$ cat src/pkg/msd_pkg.sv
// Package of constants and types for the memory select decode block.
`default_nettype none
package msd_pkg;

    // Decode array geometry.
    localparam int NUM_PRIMARY = 8;
    localparam int NUM_BOOT = 4;
    localparam int NUM_PERIPH = 2;
    localparam int TERMS_PER_SEL = 3;
    localparam int ADDR_W = 16;
    localparam int PAGE_W = 8;
    localparam int DEC_W = ADDR_W + PAGE_W;
    localparam int IN_BUS_W = 82;

    // Select indices inside the flat select vector.
    localparam int SEL_PRIM_BASE = 0;
    localparam int SEL_BOOT_BASE = SEL_PRIM_BASE + NUM_PRIMARY;
    localparam int SEL_SRAM = SEL_BOOT_BASE + NUM_BOOT;
    localparam int SEL_CFG = SEL_SRAM + 1;
    localparam int SEL_TEST = SEL_CFG + 1;
    localparam int SEL_PERIPH_BASE = SEL_TEST + 1;
    localparam int NUM_SEL = SEL_PERIPH_BASE + NUM_PERIPH;

    // Offsets inside the configuration I/O space.
    localparam logic [7:0] OFS_PAGE = 8'hE0;
    localparam logic [7:0] OFS_SPACE_MAP = 8'hC2;
    localparam logic [7:0] OFS_PM0 = 8'hB0;
    localparam logic [7:0] OFS_PM2 = 8'hB4;
    localparam logic [7:0] OFS_MEMCFG_A = 8'hF0;
    localparam logic [7:0] OFS_MEMCFG_B = 8'hF1;

    // Space-map field positions.
    localparam int SM_SRAM_PROG = 0;
    localparam int SM_BOOT_PROG = 1;
    localparam int SM_PRIM_PROG = 2;
    localparam int SM_BOOT_DATA = 3;
    localparam int SM_PRIM_DATA = 4;

    // Power mode field positions.
    localparam int PM0_FAST_BIT = 3;
    localparam int PM2_BLK_WR = 0;
    localparam int PM2_BLK_RD = 1;
    localparam int PM2_BLK_FETCH = 2;
    localparam int PM2_BLK_RST = 3;
    localparam int PM2_BLK_PDN = 4;

    // Values after reset.
    localparam logic [7:0] SPACE_MAP_INIT = 8'h0C;
    localparam logic [7:0] PAGE_RESET = 8'h00;
    localparam logic [7:0] PM0_RESET = 8'h08;
    localparam logic [7:0] PM2_RESET = 8'h00;
    localparam logic [7:0] DOUT_RESET = 8'h00;
    // Memory configuration words; the values are arbitrary.
    localparam logic [7:0] MEMCFG_A_VALUE = 8'h5A;
    localparam logic [7:0] MEMCFG_B_VALUE = 8'hA5;

    // Standby timing.
    localparam int CLK_PERIOD_NS = 10;
    localparam int STANDBY_NS = 70;
    localparam logic [3:0] STANDBY_CYCLES =
        4'((STANDBY_NS + CLK_PERIOD_NS - 1) / CLK_PERIOD_NS);

    // One product term: hit when en is set and (vector & mask) == match.
    typedef struct packed {
        logic en;
        logic [DEC_W-1:0] mask;
        logic [DEC_W-1:0] match;
    } msd_term_t;

    typedef msd_term_t [TERMS_PER_SEL-1:0] msd_sel_terms_t;
    typedef msd_sel_terms_t [NUM_SEL-1:0] msd_term_table_t;

    // Vector layout is {page, address}.
    function automatic msd_term_table_t msd_default_terms();
        msd_term_table_t t;
        t = '0;
        t[SEL_PRIM_BASE][0] = '{1'b1, 24'h00C000, 24'h008000};
        t[SEL_PRIM_BASE + 1][0] = '{1'b1, 24'h00C000, 24'h00C000};
        t[SEL_BOOT_BASE][0] = '{1'b1, 24'h00E000, 24'h008000};
        t[SEL_BOOT_BASE + 1][0] = '{1'b1, 24'h00E000, 24'h000000};
        t[SEL_SRAM][0] = '{1'b1, 24'h00F800, 24'h008000};
        t[SEL_CFG][0] = '{1'b1, 24'h00FF00, 24'h00B000};
        return t;
    endfunction : msd_default_terms

endpackage : msd_pkg
`default_nettype wire

$ cat src/logic/msd_term_match.sv
// One decode-array select: an OR of up to three product terms.
`timescale 1ns/1ps
`default_nettype none
module msd_term_match
    import msd_pkg::*;
(
    // Decode vector and programmed terms.
    input wire logic [DEC_W-1:0] vec,
    input wire msd_sel_terms_t terms,
    // Result.
    output logic hit
);
    logic [TERMS_PER_SEL-1:0] term_hit;

    genvar g;
    generate
        for (g = 0; g < TERMS_PER_SEL; g++) begin : g_term
            assign term_hit[g] = terms[g].en && ((vec & terms[g].mask) == terms[g].match);
        end
    endgenerate

    assign hit = |term_hit;
endmodule : msd_term_match
`default_nettype wire

$ cat src/logic/msd_memory_select_decode.sv
// Memory select decode: priority resolve, space mapping, page and mode registers.
`timescale 1ns/1ps
`default_nettype none
// Operation
// Overlapping selects resolved by level; level 1 wins, level 3 loses.
// Software never maps two same-level selects over the same addresses.
// An address inside the SRAM range always goes to SRAM; the code does not select SRAM for a fetch while space map bit 0 is clear.
// Boot sector range outside SRAM wins over primary flash sectors.
// Each memory sits in program space, data space or both per space map; the code always keeps SRAM in data space, whatever the map says.
// Space map loads its initial value at boot; MCU rewrites take effect at once.
// Space map 0Ch: fetch reaches primary, read reaches boot, SRAM, I/O.
// Space map bits 2 and 4 set: primary reachable by fetch or read.
// Eight-bit page register at offset E0h, read and written over D0-D7.
// Page bits feed the decode array to extend addressing by 256 pages.
// Page bits are also passed to the general logic array.
// Two read-only memory configuration words readable in config space.
// Fast-response bit 3 of power mode zero clear: standby after 70ns idle.
// Five power mode two bits each block one control input from the arrays.
// The arrays get an 82-signal input bus.
// Extended address mode decodes A19-A4 instead of A15-A0.
// Primary selects and four boot selects, each up to three product terms.
// Also SRAM, config space, test-port enable and two peripheral selects.
// Decode and logic functions are live as soon as reset ends.
// SRAM answers only while its select is high; up to three terms.
// Page and space map reads return the last write or the initial value.
// Selects follow the current address, strobes and page bits each cycle.
module msd_memory_select_decode
    import msd_pkg::*;
#(
    parameter msd_term_table_t TERMS = msd_default_terms()
) (
    // Clock and reset.
    input wire logic clk,
    input wire logic rst,
    // Microcontroller bus.
    input wire logic [19:0] addr,
    input wire logic bus_control_line_zero_n,
    input wire logic bus_control_line_one_n,
    input wire logic program_fetch_strobe_n,
    input wire logic ext_addr_mode,
    input wire logic [7:0] d_in,
    output logic [7:0] d_out,
    output logic d_oe,
    // Other array inputs.
    input wire logic power_down_input,
    input wire logic [7:0] port_a_in,
    input wire logic [7:0] port_b_in,
    input wire logic [7:0] port_c_in,
    input wire logic [3:0] port_d_in,
    input wire logic [7:0] port_f_in,
    input wire logic [7:0] mcell_a_fb,
    input wire logic [7:0] mcell_b_fb,
    input wire logic flash_ready,
    // Memory selects.
    output logic [NUM_PRIMARY-1:0] primary_sector_select,
    output logic [NUM_BOOT-1:0] boot_sector_select,
    output logic sram_select,
    output logic config_io_select,
    output logic test_port_enable,
    output logic [NUM_PERIPH-1:0] periph_select,
    // General logic array feed and power state.
    output logic [IN_BUS_W-1:0] array_input_bus,
    output logic [7:0] page_bits,
    output logic array_standby
);

    typedef struct packed {
        logic [7:0] page;
        logic [7:0] space_map;
        logic [7:0] pm0;
        logic [7:0] pm2;
        logic [7:0] dout;
        logic doe;
        logic wr_prev;
        logic [3:0] idle_cnt;
        logic standby;
        logic [IN_BUS_W-1:0] prev_bus;
        logic [IN_BUS_W-1:0] bus;
        logic [NUM_SEL-1:0] sel;
    } msd_state_t;

    msd_state_t state_r;
    msd_state_t state_nxt;

    localparam msd_state_t STATE_RESET = '{
        page: PAGE_RESET,
        space_map: SPACE_MAP_INIT,
        pm0: PM0_RESET,
        pm2: PM2_RESET,
        dout: DOUT_RESET,
        doe: 1'b0,
        wr_prev: 1'b1,
        idle_cnt: 4'h0,
        standby: 1'b0,
        prev_bus: '0,
        bus: '0,
        sel: '0
    };

    // Register read decoder, used for the data bus answer.
    function automatic logic [7:0] msd_reg_read(input logic [7:0] ofs, input msd_state_t s);
        logic [7:0] v;
        v = 8'h00;
        case (ofs)
            OFS_PAGE: v = s.page;
            OFS_SPACE_MAP: v = s.space_map;
            OFS_PM0: v = s.pm0;
            OFS_PM2: v = s.pm2;
            OFS_MEMCFG_A: v = MEMCFG_A_VALUE;
            OFS_MEMCFG_B: v = MEMCFG_B_VALUE;
            default: v = 8'h00;
        endcase
        return v;
    endfunction : msd_reg_read

    // Decode vector built from the live address and page bits.
    logic [ADDR_W-1:0] dec_addr;
    logic [DEC_W-1:0] dec_vec;
    logic [NUM_SEL-1:0] raw_sel;

    assign dec_addr = ext_addr_mode ? addr[19:4] : addr[15:0];
    assign dec_vec = {state_r.page, dec_addr};

    genvar s;
    generate
        for (s = 0; s < NUM_SEL; s++) begin : g_sel
            // Every select, SRAM included, is an OR of up to three terms.
            msd_term_match u_match (
                .vec(dec_vec),
                .terms(TERMS[s]),
                .hit(raw_sel[s])
            );
        end
    endgenerate

    // Control signals after the blocking mask.
    logic wr_in;
    logic rd_in;
    logic fetch_in;
    logic rst_in;
    logic pdn_in;
    logic [IN_BUS_W-1:0] bus_now;

    always_comb begin
        wr_in = bus_control_line_zero_n;
        rd_in = bus_control_line_one_n;
        fetch_in = program_fetch_strobe_n;
        rst_in = rst;
        pdn_in = power_down_input;
        // A blocked line is held at its idle level so the arrays see no toggling.
        if (state_r.pm2[PM2_BLK_WR]) begin
            wr_in = 1'b1;
        end
        if (state_r.pm2[PM2_BLK_RD]) begin
            rd_in = 1'b1;
        end
        if (state_r.pm2[PM2_BLK_FETCH]) begin
            fetch_in = 1'b1;
        end
        if (state_r.pm2[PM2_BLK_RST]) begin
            rst_in = 1'b0;
        end
        if (state_r.pm2[PM2_BLK_PDN]) begin
            pdn_in = 1'b0;
        end
        bus_now = {dec_addr, wr_in, rd_in, fetch_in, rst_in, pdn_in,
                   port_a_in, port_b_in, port_c_in, port_d_in, port_f_in,
                   state_r.page, mcell_a_fb, mcell_b_fb, flash_ready};
    end

    // Priority resolve and space routing.
    logic lvl1_hit;
    logic boot_hit;
    logic fetch_act;
    logic read_act;
    logic write_act;
    logic prim_ok;
    logic boot_ok;
    logic sram_ok;
    logic [NUM_SEL-1:0] sel_now;

    always_comb begin
        fetch_act = ~program_fetch_strobe_n;
        read_act = ~bus_control_line_one_n;
        write_act = ~bus_control_line_zero_n;
        lvl1_hit = raw_sel[SEL_SRAM] | raw_sel[SEL_CFG] |
                   (|raw_sel[SEL_PERIPH_BASE +: NUM_PERIPH]);
        boot_hit = |raw_sel[SEL_BOOT_BASE +: NUM_BOOT];
        // Writes are always data space; fetches follow the space map, and so do reads except for SRAM.
        prim_ok = (fetch_act & state_r.space_map[SM_PRIM_PROG]) |
                  (read_act & state_r.space_map[SM_PRIM_DATA]) | write_act;
        boot_ok = (fetch_act & state_r.space_map[SM_BOOT_PROG]) |
                  (read_act & state_r.space_map[SM_BOOT_DATA]) | write_act;
        sram_ok = (fetch_act & state_r.space_map[SM_SRAM_PROG]) |
                  read_act | write_act;
        sel_now = raw_sel;
        if (lvl1_hit) begin
            sel_now[SEL_BOOT_BASE +: NUM_BOOT] = '0;
            sel_now[SEL_PRIM_BASE +: NUM_PRIMARY] = '0;
        end else if (boot_hit) begin
            sel_now[SEL_PRIM_BASE +: NUM_PRIMARY] = '0;
        end
        if (!prim_ok) begin
            sel_now[SEL_PRIM_BASE +: NUM_PRIMARY] = '0;
        end
        if (!boot_ok) begin
            sel_now[SEL_BOOT_BASE +: NUM_BOOT] = '0;
        end
        if (!sram_ok) begin
            sel_now[SEL_SRAM] = 1'b0;
        end
    end

    // Configuration space access. The space itself is found by its own select.
    logic cfg_hit;
    logic wr_fall;
    logic [7:0] cfg_ofs;

    assign cfg_hit = raw_sel[SEL_CFG];
    assign cfg_ofs = addr[7:0];
    assign wr_fall = state_r.wr_prev & ~bus_control_line_zero_n;

    always_comb begin
        state_nxt = state_r;
        state_nxt.wr_prev = bus_control_line_zero_n;
        state_nxt.sel = sel_now;
        state_nxt.bus = bus_now;
        state_nxt.prev_bus = bus_now;

        // One write per strobe: the falling edge stores, the held level does not.
        if (wr_fall && cfg_hit) begin
            case (cfg_ofs)
                OFS_PAGE: state_nxt.page = d_in;
                OFS_SPACE_MAP: state_nxt.space_map = d_in;
                OFS_PM0: state_nxt.pm0 = d_in;
                OFS_PM2: state_nxt.pm2 = d_in;
                default: state_nxt.page = state_r.page;
            endcase
        end

        // Reads of mapped and unmapped offsets both drive; unmapped reads give zero.
        if (cfg_hit && read_act) begin
            state_nxt.dout = msd_reg_read(cfg_ofs, state_r);
            state_nxt.doe = 1'b1;
        end else begin
            state_nxt.dout = DOUT_RESET;
            state_nxt.doe = 1'b0;
        end

        // Idle detector. Any change of the array inputs restarts the count.
        if (bus_now != state_r.prev_bus) begin
            state_nxt.idle_cnt = 4'h0;
        end else if (state_r.idle_cnt != STANDBY_CYCLES) begin
            state_nxt.idle_cnt = state_r.idle_cnt + 4'h1;
        end
        state_nxt.standby = ~state_r.pm0[PM0_FAST_BIT] && (bus_now == state_r.prev_bus) &&
                            (state_r.idle_cnt >= STANDBY_CYCLES - 4'h1);
    end

    always_ff @(posedge clk or posedge rst) begin
        if (rst) begin
            state_r <= STATE_RESET;
        end else begin
            state_r <= state_nxt;
        end
    end

    // Outputs straight from the state register.
    assign d_out = state_r.dout;
    assign d_oe = state_r.doe;
    assign primary_sector_select = state_r.sel[SEL_PRIM_BASE +: NUM_PRIMARY];
    assign boot_sector_select = state_r.sel[SEL_BOOT_BASE +: NUM_BOOT];
    assign sram_select = state_r.sel[SEL_SRAM];
    assign config_io_select = state_r.sel[SEL_CFG];
    assign test_port_enable = state_r.sel[SEL_TEST];
    assign periph_select = state_r.sel[SEL_PERIPH_BASE +: NUM_PERIPH];
    assign array_input_bus = state_r.bus;
    assign page_bits = state_r.page;
    assign array_standby = state_r.standby;

endmodule : msd_memory_select_decode
`default_nettype wire

$ cat config.mk
export PLATFORM = sky130hd
export DESIGN_NAME = msd_memory_select_decode
export DESIGN_NICKNAME = d
export VERILOG_FILES = /design/src/pkg/msd_pkg.sv /design/src/logic/msd_term_match.sv /design/src/logic/msd_memory_select_decode.sv
export SDC_FILE = /design/constraint.sdc
export NUM_CORES = 1
export LEC_CHECK = 0
export ABC_CLOCK_PERIOD_IN_PS = 4500
export BUFFER_PORTS_ARGS = -buffer_cell sky130_fd_sc_hd__buf_2
export CELL_PAD_IN_SITES_DETAIL_PLACEMENT = 1
export CELL_PAD_IN_SITES_GLOBAL_PLACEMENT = 2
export CORE_MARGIN = 2
export CORE_UTILIZATION = 32
export CTS_CLUSTER_SIZE = 30
export DETAILED_ROUTE_END_ITERATION = 10
export GPL_TIMING_DRIVEN = 0
export PLACE_DENSITY_LB_ADDON = 0.25
export SYNTH_ARGS = -nofsm -noshare
export SYNTH_HDL_FRONTEND = slang
export SYNTH_SLANG_ARGS = --single-unit
$ cat constraint.sdc
create_clock -name clk -period 4.5 [get_ports clk]
set_input_delay 0 -clock clk [delete_from_list [all_inputs] [get_ports clk]]
set_output_delay 0 -clock clk [all_outputs]
set_load 0.005 [all_outputs]
==> results.md <==
- Area leader, netlist: dfrtp_1
- Initial antenna violation count: 0
- Worst Tran Pin Value: 859 ps
- FMAX: 0.368 GHz
- CP max FO: 10
- Routed WL: 18200 µm
- Nets@finish: 936
- CTS tree: built
- Initial Utilization: 0.328
- Buffers on Ports: 193
- Synthesized area: 0.00639 mm²
- Fin cells: 1124
- Post-CTS Resized: 0
- Max transition margin: 0.423
- Most frequent cells in the layout: 193 x buf_2, 131 x dfrtp_1, 114 x buf_4, 94 x dlygate4sd3_1, 47 x xor2_1
- Commonest non-fill, non-tap cell in the layout: buf_2
- CTS Buf Count: 17
- RSZ-0062 raised after global routing: false
- Vias in the first global route: 5568
- Area Growth Syn to Fin: 44.3%
- Pleak: 4.60 nW
- Setup crit end kind: register
- Syn_area_per_cell: 12.1 µm²
- Finished Cell Area: 0.00923 mm²
- Hpwl dp: 12900 µm
- Placed cell count: 998
- Final hold vios: 0
- Clk pin slew, worst setup/hold paths: 50 ps
- Vias: 4837
- Largest net degree at the start of global routing: 87
- Sequential cell area fraction in the yosys report: 0.529
- CP Data Arrival Time: 3000 ps
- Yosys top cell area share: 0.513
- First-pass GRT wire length: 29700 µm
- Max Root-Sink Buffers: 2
- First-pass DRT Iterations: 4
- GR Overflow Total: 0
- Largest cells by area after synthesis: dfrtp_1 51%, buf_4 13%, mux2_2 7.6%
- Die Height: 145 µm
- Core Area: 0.0195 mm²
- Diodes inserted: 0
- Tightest hold margin: 31.8 ps
- Number of synthesized flops with an enable pin: 0
- Design Power: 2.94 mW
- H-tree levels: 4
- Via density per instance: 4.30
- Residual DRC: 0
- Post-Synthesis Cells: 529
- Tightest Hold Check Type: input pin to register
- Synth Flop Type: dfrtp_1
- Detail Route Antenna Nets: 0
- FFs w/ async S/R, synth: 1.00
- GPL Wtd Cong: 0.749
- TritonCTS Sinks: 135
- Synth warnings: 0
- Status: finished clean
- Util after Layout: 0.473
- Setup violators final: 0
- Post-synthesis register bit count: 135
- Num rows: 51
- Final-report max-slew violation count: 0
- Starting DRT DRC Count: 129
- Skew final: 9.72 ps
- Routed wire length per instance: 16.2 µm
- Min Tclk post-route: 2710 ps
- Yosys cell types: 37
- I/O pins: 205
- Worst r2r path cells: 6
- Setup crit start kind: input pin
- Maximum vdd drop: 0.242 mV
- Die W: 145 µm
- GRT Total Usage: 0.177
- Layout cells sized above 1: 0.453
- Worst-Skew Late Latency: 410 ps
- Post-DP Area: 0.00776 mm²
- Hold Path Depth: 3
- WS Path Type: input pin to register
- Worst path required time: 4790 ps
- Die area: 0.0211 mm²
- Max Cap Viol: 0
- Clock root buffer: clkbuf_16
- Tcrit/Tclk final: 0.603
- Pwr/cell area: 318 mW/mm²
==> metrics by stage <==
stage          setup slack (ps)  setup TNS, ps
2_1_floorplan               370              0
3_3_place_gp              -1340        -107680
3_5_place_dp               1920              0
4_1_cts                    1770              0
5_1_grt                    1630              0
6_report                   1790              0
==> critical path, cell delays in order <==
cell,delay (ps)
dlygate4sd3_1,550
buf_2,140
nand2b_1,130
or4_1,520
nor3b_2,720
nand2_1,520
mux2_2,410
==> metal layers <==
layer	vias up	GRT usage	share of wire
met5	-	0	0
met4	0	0.0735	0.026
met3	27	0.0298	0.030
met2	112	0.319	0.52
met1	2396	0.209	0.42
li1	2302	-	-
==> cells by family (layout without fill, tap and decap cells) <==
logic type / after synthesis / in the layout / synth area share
multiplexers: 55 / 55 / 0.0945
buffers and inverters: 126 / 446 / 0.142
AO/OA/AOI/OAI: 33 / 33 / 0.0317
flip-flops: 135 / 135 / 0.529
other: 1 / 11 / 0.000586
AND/OR/NAND/NOR: 93 / 93 / 0.0832
adder cells (fa/ha/maj): 2 / 2 / 0.00391
XOR/XNOR: 84 / 84 / 0.115
==> sequential cells by signal (all words and copies together), names as in the netlist <==
| register | count |
|---|---|
| sram_select | 1 |
| d_oe | 1 |
| array_standby | 1 |
| primary_sector_select | 2 |
| boot_sector_select | 2 |
| state_r | 29 |
| page_bits | 8 |
| d_out | 8 |
| config_io_select | 1 |
| array_input_bus | 82 |
==> report_power, final <==
group / switching [mW] / total, mW / internal, mW
Clock: 0.495 / 1.27 / 0.772
Sequential: 0.0288 / 1.28 / 1.26
Combinational: 0.162 / 0.387 / 0.225
Total: 0.686 / 2.94 / 2.25
==> path summary, 6_finish.rpt <==
check / startpoint / to / slack, ps
max: addr[3] / state_r[219]$_DFFE_PP0P_ / 1790
min: ext_addr_mode / array_input_bus[78]$_DFF_PP0_ / 30
max reg2reg: page_bits[4]$_DFFE_PP0P_ / array_standby$_DFF_PP0_ / 2050
min reg2reg: page_bits[2]$_DFFE_PP0P_ / array_input_bus[19]$_DFF_PP0_ / 480
max in group asynchronous: rst / state_r[186]$_DFF_PP1_ / 3450
min in group asynchronous: rst / array_input_bus[59]$_DFF_PP0_ / 230
==> area by class of cell <==
cell class,count,area [µm²]
Multi-Input combinational cell,278,2140
Clock buffer,27,473
Fill cell,2187,10300
Sequential cell,135,3380
Clock inverter,5,50.0
Timing Repair Buffer,288,1930
Inverter,9,38.8
Buffer,117,875
Tap cell,265,332
==> synth_stat cells (2+ instances only) <==
| cell type | n |
|---|---|
| a2111oi_0 | 2 |
| a21oi_1 | 10 |
| a221oi_1 | 4 |
| a31o_2 | 2 |
| a31oi_1 | 2 |
| buf_4 | 114 |
| dfrtp_1 | 131 |
| dfstp_2 | 4 |
| ha_1 | 2 |
| inv_1 | 9 |
| mux2_2 | 43 |
| mux2i_1 | 12 |
| nand2_1 | 13 |
| nand2b_1 | 11 |
| nand3_1 | 7 |
| nand4_1 | 10 |
| nor2_1 | 17 |
| nor2b_1 | 2 |
| nor3_1 | 6 |
| nor3b_2 | 3 |
| nor4_1 | 17 |
| o21ai_0 | 10 |
| or2_2 | 2 |
| xnor2_1 | 37 |
| xor2_1 | 47 |
==> repair_timing <==
item | 4_1_cts | 5_1_grt
endpoints found under the hold margin | 160 | 0
endpoints found under the setup margin | 0 | 0
setup buffers | 0 | 0
hold buffers | 94 | 0
(Power assumes the default switching activity.)
